===== config.mk =====
export PLATFORM = sky130hd
export DESIGN_NAME = cms_sequencer
export DESIGN_NICKNAME = d
export VERILOG_FILES = /design/src/core/cms_pkg.sv /design/src/core/cms_timer.sv /design/src/core/cms_sequencer.sv
export SDC_FILE = /design/constraint.sdc
export NUM_CORES = 1
export LEC_CHECK = 0
export CORE_AREA = 3 3 90 83
export DETAILED_ROUTE_END_ITERATION = 10
export DIE_AREA = 0 0 93 86
export DONT_BUFFER_PORTS = 1
export PLACE_DENSITY = 0.67
export SYNTH_ARGS = -nofsm -noshare
export SYNTH_HDL_FRONTEND = slang
export SYNTH_SLANG_ARGS = --single-unit

===== constraint.sdc =====
create_clock -name clk_sys_i -period 7.7 [get_ports clk_sys_i]
set_input_delay 1.54 -clock clk_sys_i [delete_from_list [all_inputs] [get_ports clk_sys_i]]
set_output_delay 1.54 -clock clk_sys_i [all_outputs]
set_load 0.05 [all_outputs]

===== src/core/cms_pkg.sv =====
// package for the measurement sequencer: timing, config and event types
// assumes clk_sys runs at CMS_CLK_MHZ; every time below is in microseconds
package cms_pkg;

  // ==========================================================
  // time base
  // ==========================================================
  localparam int unsigned CMS_CLK_MHZ     = 25;
  // nominal analog oscillator; timing here is rescaled onto clk_sys
  localparam int unsigned CMS_OSC_KHZ     = 1850;

  // ==========================================================
  // phase times (us) and their lengths in clk_sys cycles
  // ==========================================================
  localparam int unsigned CMS_WIN_SHORT_US = 3000;
  localparam int unsigned CMS_WIN_LONG_US  = 10000;
  localparam int unsigned CMS_WAKE_US      = 100;
  localparam int unsigned CMS_TCALC_US     = 250;
  localparam int unsigned CMS_CCALC_US     = 300;
  localparam int unsigned CMS_CONV0_US     = 300;
  localparam int unsigned CMS_CONV1_US     = 1150;
  localparam int unsigned CMS_CONV2_US     = 4500;
  localparam int unsigned CMS_CONV3_US     = 18000;
  localparam int unsigned CMS_PD1_US       = 5000;
  localparam int unsigned CMS_PD2_US       = 25000;
  localparam int unsigned CMS_PD3_US       = 125000;

  localparam int unsigned CMS_WIN_SHORT_CYC = CMS_WIN_SHORT_US * CMS_CLK_MHZ;
  localparam int unsigned CMS_WIN_LONG_CYC  = CMS_WIN_LONG_US * CMS_CLK_MHZ;
  localparam int unsigned CMS_WAKE_CYC      = CMS_WAKE_US * CMS_CLK_MHZ;
  localparam int unsigned CMS_TCALC_CYC     = CMS_TCALC_US * CMS_CLK_MHZ;
  localparam int unsigned CMS_CCALC_CYC     = CMS_CCALC_US * CMS_CLK_MHZ;
  localparam int unsigned CMS_CONV0_CYC     = CMS_CONV0_US * CMS_CLK_MHZ;
  localparam int unsigned CMS_CONV1_CYC     = CMS_CONV1_US * CMS_CLK_MHZ;
  localparam int unsigned CMS_CONV2_CYC     = CMS_CONV2_US * CMS_CLK_MHZ;
  localparam int unsigned CMS_CONV3_CYC     = CMS_CONV3_US * CMS_CLK_MHZ;
  localparam int unsigned CMS_PD1_CYC       = CMS_PD1_US * CMS_CLK_MHZ;
  localparam int unsigned CMS_PD2_CYC       = CMS_PD2_US * CMS_CLK_MHZ;
  localparam int unsigned CMS_PD3_CYC       = CMS_PD3_US * CMS_CLK_MHZ;

  // ==========================================================
  // counts, widths and reset values
  // ==========================================================
  localparam int unsigned CMS_CNT_W        = 22;
  localparam logic [2:0]  CMS_TEMP_LAST    = 3'h5;
  localparam logic [2:0]  CMS_CAP_CNT_RST  = 3'h0;
  localparam logic [3:0]  CMS_RES_BASE     = 4'h8;
  localparam logic        CMS_I2C_RST      = 1'h1;

  // ==========================================================
  // types
  // ==========================================================
  typedef enum logic [3:0] {
    ST_BOOT, ST_WINDOW, ST_CMD, ST_WAKE, ST_TCONV, ST_TCALC,
    ST_CCONV, ST_CCALC, ST_PDOWN, ST_SLEEP
  } cms_state_t;

  typedef struct packed {
    logic       sleep_mode;
    logic [1:0] rate_code;
    logic [1:0] res_code;
    logic       short_start;
  } cms_cfg_t;

  typedef struct packed {
    logic enter_calibration_command;
    logic resume_normal_command;
    logic measure_request_cmd;
  } cms_cmd_t;

  typedef struct packed {
    logic conv_start;
    logic conv_is_temp;
    logic dsp_start;
    logic result_write;
  } cms_evt_t;

endpackage


===== src/core/cms_timer.sv =====
// down-counter that times one sequencer phase
// assumes load_i pulses in the last cycle before each phase
`timescale 1ns/10ps
module cms_timer #(
  parameter int unsigned CNT_W = cms_pkg::CMS_CNT_W
) (
  // clock and reset
  input  wire logic             clk_sys_i,
  input  wire logic             reset_i,
  // phase control
  input  wire logic             load_i,
  input  wire logic [CNT_W-1:0] len_i,
  output logic                  expired_o
);
  import cms_pkg::*;

  logic [CNT_W-1:0] count;
  wire  [CNT_W-1:0] count_dec  = count - 1'b1;
  wire  [CNT_W-1:0] next_count = load_i ? len_i - 1'b1
                                 : (count != '0) ? count_dec : count;

  always_ff @(posedge clk_sys_i)
  begin
    if (reset_i)
      count <= '0;
    else
      count <= next_count;
  end

  // a phase of len cycles ends in its last cycle
  assign expired_o = (count == '0);

endmodule


===== src/core/cms_sequencer.sv =====
// measurement sequencer of the capacitive conditioner digital core
// assumes commands arrive as one-cycle pulses from serial logic on clk_sys
// and config bits are stable levels from the nonvolatile setup logic
`timescale 1ns/10ps

// Behaviour
// - all phase timing derives from one time base, the system clock
// - after reset release, clock generator starts before power-up sequence
// - device answers as I2C slave at least during the command window
// - command window lasts 3 ms with short-start set, else 10 ms
// - enter-calibration command within window enters Command Mode and stays
// - window expiry or resume-normal command starts one full measurement cycle
// - first result written when capacitance DSP step of first cycle ends
// - cycle order: wakeup, temp conv, temp DSP, cap conv, cap DSP
// - resolution code sets conversion length 0.30, 1.15, 4.50, 18.0 ms
// - every conversion is followed by its DSP calculation
// - one config bit selects update operation or sleep operation
// - rate code sets power-down interval 0, 5, 25 or 125 ms
// - update mode writes result at cycle end, powers down, then wakes
// - fastest rate code runs cycles back to back without power-down
// - update mode converts temperature once every six capacitance cycles
// - cycles without temperature skip both temp conversion and temp DSP
// - sleep mode measurement request runs one cycle with temp and cap
module cms_sequencer #(
  parameter int unsigned WIN_SHORT_CYC = cms_pkg::CMS_WIN_SHORT_CYC,
  parameter int unsigned WIN_LONG_CYC  = cms_pkg::CMS_WIN_LONG_CYC,
  parameter int unsigned WAKE_CYC      = cms_pkg::CMS_WAKE_CYC,
  parameter int unsigned TCALC_CYC     = cms_pkg::CMS_TCALC_CYC,
  parameter int unsigned CCALC_CYC     = cms_pkg::CMS_CCALC_CYC,
  parameter int unsigned CONV_CYC [4]  = '{cms_pkg::CMS_CONV0_CYC,
                                           cms_pkg::CMS_CONV1_CYC,
                                           cms_pkg::CMS_CONV2_CYC,
                                           cms_pkg::CMS_CONV3_CYC},
  parameter int unsigned PD_CYC [4]    = '{1,
                                           cms_pkg::CMS_PD1_CYC,
                                           cms_pkg::CMS_PD2_CYC,
                                           cms_pkg::CMS_PD3_CYC}
) (
  // clock and reset
  input  wire logic               clk_sys_i,
  input  wire logic               reset_i,
  // configuration and host commands
  input  wire cms_pkg::cms_cfg_t  cfg_i,
  input  wire cms_pkg::cms_cmd_t  cmd_i,
  // sequencing events to front end, DSP and output register
  output cms_pkg::cms_evt_t       evt_o,
  output logic [3:0]              conv_bits_o,
  // status
  output cms_pkg::cms_state_t     phase_o,
  output logic                    window_open_o,
  output logic                    cmd_mode_o,
  output logic                    powered_down_o,
  output logic                    i2c_forced_o
);
  import cms_pkg::*;

  localparam int unsigned CNT_W = CMS_CNT_W;

  // ==========================================================
  // phase lengths
  // ==========================================================
  // single time base
  function automatic logic [CNT_W-1:0] phase_len(cms_state_t s,
                                                 cms_cfg_t   c);
    int unsigned n;
    n = 1;
    case (s)
      ST_WINDOW: n = c.short_start ? WIN_SHORT_CYC : WIN_LONG_CYC;
      ST_WAKE:   n = WAKE_CYC;
      ST_TCONV:  n = CONV_CYC[c.res_code];
      ST_CCONV:  n = CONV_CYC[c.res_code];
      ST_TCALC:  n = TCALC_CYC;
      ST_CCALC:  n = CCALC_CYC;
      ST_PDOWN:  n = PD_CYC[c.rate_code];
      default:   n = 1;
    endcase
    return CNT_W'(n);
  endfunction

  // ==========================================================
  // state and decode
  // ==========================================================
  cms_state_t state;
  cms_state_t next_state;
  logic [2:0] cap_cnt;
  logic       expired;

  wire leave_boot  = (state == ST_BOOT);
  wire win_to_cmd  = (state == ST_WINDOW) && cmd_i.enter_calibration_command;
  wire cmd_resume  = (state == ST_CMD) && cmd_i.resume_normal_command;
  wire cycle_done  = (state == ST_CCALC) && expired;
  wire fast_rate   = (cfg_i.rate_code == 2'h0);
  // temperature slot every sixth capacitance cycle in update mode, every cycle in sleep mode
  wire temp_due    = cfg_i.sleep_mode || (cap_cnt == CMS_CAP_CNT_RST);
  wire phase_load  = (next_state != state);
  wire [CNT_W-1:0] next_len = phase_len(next_state, cfg_i);
  wire restart_cnt = (state == ST_WINDOW || state == ST_CMD)
                     && next_state == ST_WAKE;
  wire [2:0] cap_inc = cap_cnt + 3'h1;
  wire [2:0] next_cap_cnt =
      restart_cnt ? CMS_CAP_CNT_RST
    : (cycle_done && !cfg_i.sleep_mode)
      ? ((cap_cnt == CMS_TEMP_LAST) ? CMS_CAP_CNT_RST : cap_inc)
    : cap_cnt;

  always_comb
  begin
    next_state = state;
    case (state)
      ST_BOOT:   next_state = ST_WINDOW;
      // command inside window wins over expiry
      ST_WINDOW:
        if (cmd_i.enter_calibration_command)
          next_state = ST_CMD;
        else if (expired)
          next_state = ST_WAKE;
      ST_CMD:
        if (cmd_i.resume_normal_command)
          next_state = ST_WAKE;
      ST_WAKE:
        if (expired)
          next_state = temp_due ? ST_TCONV : ST_CCONV;
      ST_TCONV:
        if (expired)
          next_state = ST_TCALC;
      ST_TCALC:
        if (expired)
          next_state = ST_CCONV;
      ST_CCONV:
        if (expired)
          next_state = ST_CCALC;
      ST_CCALC:
        if (expired)
        begin
          if (cfg_i.sleep_mode)
            next_state = ST_SLEEP;
          else if (fast_rate)
            next_state = ST_WAKE;
          else
            next_state = ST_PDOWN;
        end
      ST_PDOWN:
        if (expired)
          next_state = ST_WAKE;
      ST_SLEEP:
        if (cmd_i.measure_request_cmd || !cfg_i.sleep_mode)
          next_state = ST_WAKE;
      default:   next_state = ST_BOOT;
    endcase
  end

  // ==========================================================
  // phase timer
  // ==========================================================
  // timer loaded with phase length
  cms_timer #(
    .CNT_W     (CNT_W)
  ) u_timer (
    .clk_sys_i (clk_sys_i),
    .reset_i   (reset_i),
    .load_i    (phase_load),
    .len_i     (next_len),
    .expired_o (expired)
  );

  // ==========================================================
  // registers
  // ==========================================================
  always_ff @(posedge clk_sys_i)
  begin
    if (reset_i)
      state <= ST_BOOT;
    else
      state <= next_state;
  end

  // counter restarts on leaving window or Command Mode
  always_ff @(posedge clk_sys_i)
  begin
    if (reset_i)
      cap_cnt <= CMS_CAP_CNT_RST;
    else
      cap_cnt <= next_cap_cnt;
  end

  cms_evt_t next_evt;
  assign next_evt.conv_start   = phase_load && (next_state == ST_TCONV
                                 || next_state == ST_CCONV);
  assign next_evt.conv_is_temp = (next_state == ST_TCONV);
  assign next_evt.dsp_start    = phase_load && (next_state == ST_TCALC
                                 || next_state == ST_CCALC);
  // result written as the cap calculation ends
  assign next_evt.result_write = cycle_done;

  wire next_i2c = (next_state == ST_BOOT || next_state == ST_WINDOW
                   || next_state == ST_CMD);
  wire next_pd  = (next_state == ST_PDOWN || next_state == ST_SLEEP);
  wire [3:0] next_bits = CMS_RES_BASE + {1'b0, cfg_i.res_code, 1'b0};

  always_ff @(posedge clk_sys_i)
  begin
    if (reset_i)
    begin
      evt_o          <= '0;
      conv_bits_o    <= CMS_RES_BASE;
      window_open_o  <= 1'b0;
      cmd_mode_o     <= 1'b0;
      powered_down_o <= 1'b0;
      i2c_forced_o   <= CMS_I2C_RST;
    end
    else
    begin
      evt_o          <= next_evt;
      conv_bits_o    <= next_bits;
      window_open_o  <= (next_state == ST_WINDOW);
      cmd_mode_o     <= (next_state == ST_CMD);
      powered_down_o <= next_pd;
      // forced I2C through window and Command Mode
      i2c_forced_o   <= next_i2c;
    end
  end

  assign phase_o = state;

  // ==========================================================
  // checks
  // ==========================================================
  logic [CNT_W-1:0] phase_cnt;
  always_ff @(posedge clk_sys_i)
  begin
    if (reset_i || phase_load)
      phase_cnt <= '0;
    else
      phase_cnt <= phase_cnt + 1'b1;
  end
endmodule


### Word level (Yosys, flattened, before mapping)

Cells that the tools add are included.

* flip-flop bits (word level): 41
* input bits: 11

* reduce and logical (&&, ||, !) cells: 23
* $add $sub $neg: 4
* order comparisons: 2
* bitwise logic cells: 2
* mux-type cells: 24
* equal/unequal tests: 20

Operators by type and width (count)
* 2-to-1 mux 22 bit: 6
* case mux 22 bit (6 select lines): 1
* binary-select mux 32 bit (select 2 bit): 2
* 2-to-1 mux 4 bit: 11
* subtractor 22 x 1 -> 22 bit (second input constant): 2
* case mux 4 bit (10 select lines): 1
* == test 4 x 3 -> 1 bit (second input constant): 8
* logical NOT 22 bit: 1
* nonzero test 22 bit: 1
* 2-to-1 mux 18 bit: 1
* == test 4 x 2 -> 1 bit (second input constant): 4
* == test 4 bit (second input constant): 4
* == test 4 x 1 -> 1 bit (second input constant): 2
* logical NOT 4 bit: 2
* logical OR 1 bit: 8
* greater-or-equal comparator 3 bit (second input constant): 2
* NOT 2 -> 3 bit: 2
* logical AND 1 bit: 5
* adder 4 x 3 -> 4 bit (first input constant): 1
* inequality test 4 bit: 1
* OR reduction 2 bit: 2
* adder 3 x 1 -> 3 bit (second input constant): 1
* == test 3 bit (second input constant): 1
* logical NOT 3 bit: 1
* other kinds (5): 5

### Longest topological paths before layout

* depth after elaboration: 10
* depth in mapped cells: 19

### Cells and area by module

Synthesis repeated with hierarchy kept, for this count alone.

* cells, all modules: 367
* area, all modules: 2974.1 um^2

By module, submodules not included
* cms_timer: area an instance 1579.0 um^2, seq. area each 440.4 um^2, cells an instance 193, times used 1
* cms_sequencer: area an instance 1395.1 um^2, seq. area each 340.3 um^2, cells an instance 174, times used 1

### Worst setup path after synthesis

Ideal clock, no wire load.

* path kind: input port to flip-flop
* from: input port cfg_i[3] in the netlist's numbering
* to: register u_timer.count[20]
* setup slack: 2956 ps
* library setup time: 121 ps
* arrival time: 4623 ps
* cell stages on the path: 19
* cells stage by stage: inv_1 ha_1 nor2_1 o21ai_0 a21oi_1 o22ai_1 and3_1 buf_2 buf_1 clkbuf_1 a21oi_1 a21oi_1 ha_1 inv_1 o32ai_1 and4_1 buf_6 nand4_2 mux2_4

* word-level cells in the longest chain between the ends: 10

RTL lines
* from (decl): RTL line cms_sequencer.sv:43 `input wire cms_pkg::cms_cfg_t cfg_i,`
* logical NOT 2 bit: RTL line cms_sequencer.sv:92 `wire fast_rate = (cfg_i.rate_code == 2'h0);`
* 2-to-1 mux 4 bit: RTL line cms_sequencer.sv:137 `else if (fast_rate)`
* 2-to-1 mux 4 bit: RTL line cms_sequencer.sv:135 `if (cfg_i.sleep_mode)`
* 2-to-1 mux 4 bit: RTL line cms_sequencer.sv:133 `if (expired)`
* case mux 4 bit (10 select lines): RTL line cms_sequencer.sv:109 `case (state)`
* == test 4 x 3 -> 1 bit: RTL line cms_sequencer.sv:67 `case (s)`
* OR reduction 2 bit (no source line)
* case mux 22 bit (6 select lines): RTL line cms_sequencer.sv:67
* subtractor 22 x 1 -> 22 bit: RTL line cms_timer.sv:19 `wire [CNT_W-1:0] next_count = load_i ? len_i - 1'b1`
* 2-to-1 mux 22 bit: RTL line cms_timer.sv:19
* to (signal assigned): RTL line cms_timer.sv:27 `count <= next_count;`
* to (decl): RTL line cms_timer.sv:17 `logic [CNT_W-1:0] count;`

Parallel ways exist; a longest one is shown, timed or not. The select of a mux whose other input is x is not followed.
A chain may end at the register's enable or synchronous reset.

### Worst setup path after layout

* from: register state[0] (netlist: phase_o[0])
* to: register u_timer.count[20]

* word-level cells in the longest chain between the ends: 8

RTL lines
* from (decl): RTL line cms_sequencer.sv:83 `cms_state_t state;`
* from (signal assigned): RTL line cms_sequencer.sv:174 `state <= next_state;`
* 2-to-1 mux 4 bit: RTL line cms_sequencer.sv:115, cms_sequencer.sv:143
* 2-to-1 mux 4 bit: RTL line cms_sequencer.sv:113 `if (cmd_i.enter_calibration_command)`
* case mux 4 bit (10 select lines): RTL line cms_sequencer.sv:109
* == test 4 x 3 -> 1 bit: RTL line cms_sequencer.sv:67
* OR reduction 2 bit (no source line)
* case mux 22 bit (6 select lines): RTL line cms_sequencer.sv:67
* subtractor 22 x 1 -> 22 bit: RTL line cms_timer.sv:19
* 2-to-1 mux 22 bit: RTL line cms_timer.sv:19

Parallel ways exist; a longest one is shown, timed or not.

==> flow_metrics.tcl <==
set metrics [dict create \
    status "finished, final reports clean" \
    synth_commonest_cells "nor2_1 (40), dfxtp_1 (39), a21oi_1 (23)" \
    globalRouteOverflowTotal 0 \
    startpoint_type "flip-flop" \
    vias 2859 \
    cts_tree "done" \
    skew_ps 8.73 \
    layout-drive-gt1-share 0.0938 \
    synth_edf_count 0 \
    core_um2 6590 \
    cts_setup_buffers 0 \
    die-area_um2 8000 \
    clock_path_buffers 2 \
    worst_hold_slack_ps 491 \
    avgSynthCellArea_um2 7.99 \
    fin_nets 372 \
    wl_per_cell_um 17.7 \
    port-buffer-count 0 \
    yosys.area.top_type_share 0.266 \
    crit_path_max_fanout 29 \
    grt_antenna_before_repair 0 \
    max_freq_mhz 198 \
    critPathArrivalTime_ps 5240 \
    drc 0 \
    yosysSeqAreaShare 0.266 \
    async_flop_share 0 \
    hold_path.class "reg -> reg" \
    rows 28 \
    grt_start_max_net_pins 30 \
    placed_cell_area_um2 2910 \
    power.leakage_uw 0.00115 \
    drt-vias-per-instance 6.47 \
    drv_cap 0 \
    fill_cells 681 \
    crit_type "reg -> reg" \
    end_kind "flip-flop" \
    clkTransAtPathRegs_ps 70 \
    h-tree-depth 2 \
    synthDistinctLibCells 75 \
    maxSlewHeadroom 0.254 \
    rsz0062_at_grt "no" \
    holdPathStages 2 \
    timing.final.crit_share 0.657 \
    wl_um 7810 \
    fin_util 0.458 \
    drt-initial-drc-count 357 \
    die_h_um 86 \
    grt_pass1_vias 2572 \
    post_cts_resize_count 0 \
    root_buffer "clkbuf_8" \
    powerDensity_nw_per_um2 228 \
    ir_worst_vdd_mv 0.0736 \
    worstRegToRegCells 13 \
    cts_hold_buffers 0 \
    ioPinCount 27 \
    drtPass1Iterations 5 \
    synth_nets 389 \
    grt_util_all_layers 0.199 \
    syn_inst 368 \
    drv_slew 0 \
    ys_ff_latch 39 \
    clk-insertion-delay-late_ps 290 \
    syn_area_um2 2940 \
    yosys_most_used_dff "dfxtp_1" \
    final_area_um2 3010 \
    drtAntennaViolNets 0 \
    cts_buffers 5 \
    finalSetupViolations 0 \
    yosysMostFrequentCell "nor2_1" \
    start_util 0.446 \
    syn2layout_area_growth_pct 2.55 \
    hpwl_um 5860 \
    worst_pin_slew_ps 1120 \
    setup-tns-final_ps 0 \
    final-hold-violation-count 0 \
    grt_first_pass_wirelength_um 12900 \
    yosys_warnings 0 \
    yosysTopAreaCell "dfxtp_1" \
    clock-sinks 39 \
    place.gp.congestion 0.919 \
    min_period_ps 5060 \
    cp.required_ps 7880 \
    antenna_cells 0 \
    die_w_um 93 \
    synth.area.top_cells "dfxtp_1 (27%), nor2_1 (5.1%), ha_1 (4.3%)" \
]
worst max-delay path, stage by stage (launching register included):
cell     delay, ps
dfxtp_1       1060
or3b_2         540
o32ai_1        270
a21oi_1         70
o22ai_1        230
and3_1         870
nor4_1         150
a21oi_1        220
ha_1           240
inv_1           50
o32ai_1        300
and4_1         460
nand4_2        150
mux2_4         310
metrics by stage:
stage | instances | worst slack, ps | total power [uW]
final | 442 | 2640 | 686
after global routing | 442 | 2240 | 730
after CTS | 442 | 2680 | 684
after detailed placement | 434 | 2500 | 530
after global placement | 434 | 2650 | 527
after floorplan | 368 | 2960 | 482
per-layer routing:
metal | routed length [um] | global-route usage | share of wire | vias up
li1 | - | - | - | 1343
met1 | 3660 | 0.277 | 0.47 | 1350
met2 | 3340 | 0.302 | 0.43 | 144
met3 | 651 | 0.0561 | 0.083 | 22
met4 | 158 | 0.0546 | 0.020 | 0
met5 | 0 | 0 | 0 | -
cell families (layout without fill, tap and decap cells):
kind of cell / after synthesis / count (layout) / share of synthesized area
other cells: 2 / 2 / 0.00256
fa+ha+maj: 10 / 10 / 0.0426
xor+xnor: 10 / 10 / 0.0298
flops: 39 / 39 / 0.266
compound gates: 116 / 116 / 0.296
buf+inv: 38 / 22 / 0.0673
simple gates: 148 / 148 / 0.277
mux: 5 / 5 / 0.0196
cells in the final DEF, fill, tap and decap left out, drive strengths merged, types with 3 or more instances in the layout:
cell type,instances
a31oi,3
nand2,20
ha,10
clkbuf,8
xnor2,6
a21boi,3
o21ai,17
nor2,40
nand2b,4
and4,5
a211o,4
dfxtp,39
a31o,3
a21oi,24
or3b,3
o22ai,5
o31ai,12
nor3,11
mux2,3
and3,6
a21o,7
o31a,3
xor2,4
and2,6
or3,7
nand3,17
inv,12
nand4,10
nor4,6
o211ai,8
final timing paths:
path / to / from / slack, ps
max: u_timer.count[20]$_SDFFE_PP0P_ / phase_o[0]$_SDFF_PP0_ / 2640
min: cap_cnt[2]$_SDFFE_PP0P_ / cap_cnt[2]$_SDFFE_PP0P_ / 490
max reg2reg: u_timer.count[20]$_SDFFE_PP0P_ / phase_o[0]$_SDFF_PP0_ / 2640
min reg2reg: cap_cnt[2]$_SDFFE_PP0P_ / cap_cnt[2]$_SDFFE_PP0P_ / 490
layout make-up:
class,instances,area [um^2],area share
timing repair buffer,2,15.0,0.00498
clock buffer,8,100,0.0332
multi-input combinational,291,1960,0.650
sequential,39,781,0.259
tap,90,113,0.0374
inverter,12,45.0,0.0149
sequential cells by signal (all words and copies together), names as in the netlist:
name and flops:
evt_o 4, conv_bits_o 2, cmd_mode_o 1, u_timer.count 22, phase_o 4, i2c_forced_o 1
cap_cnt 3, window_open_o 1, powered_down_o 1
where the power goes:
group          internal (uW)  switching, uW
registers                227           38.4
clock network           81.8           70.5
logic                   98.7            170
(Power assumes the default switching activity.)
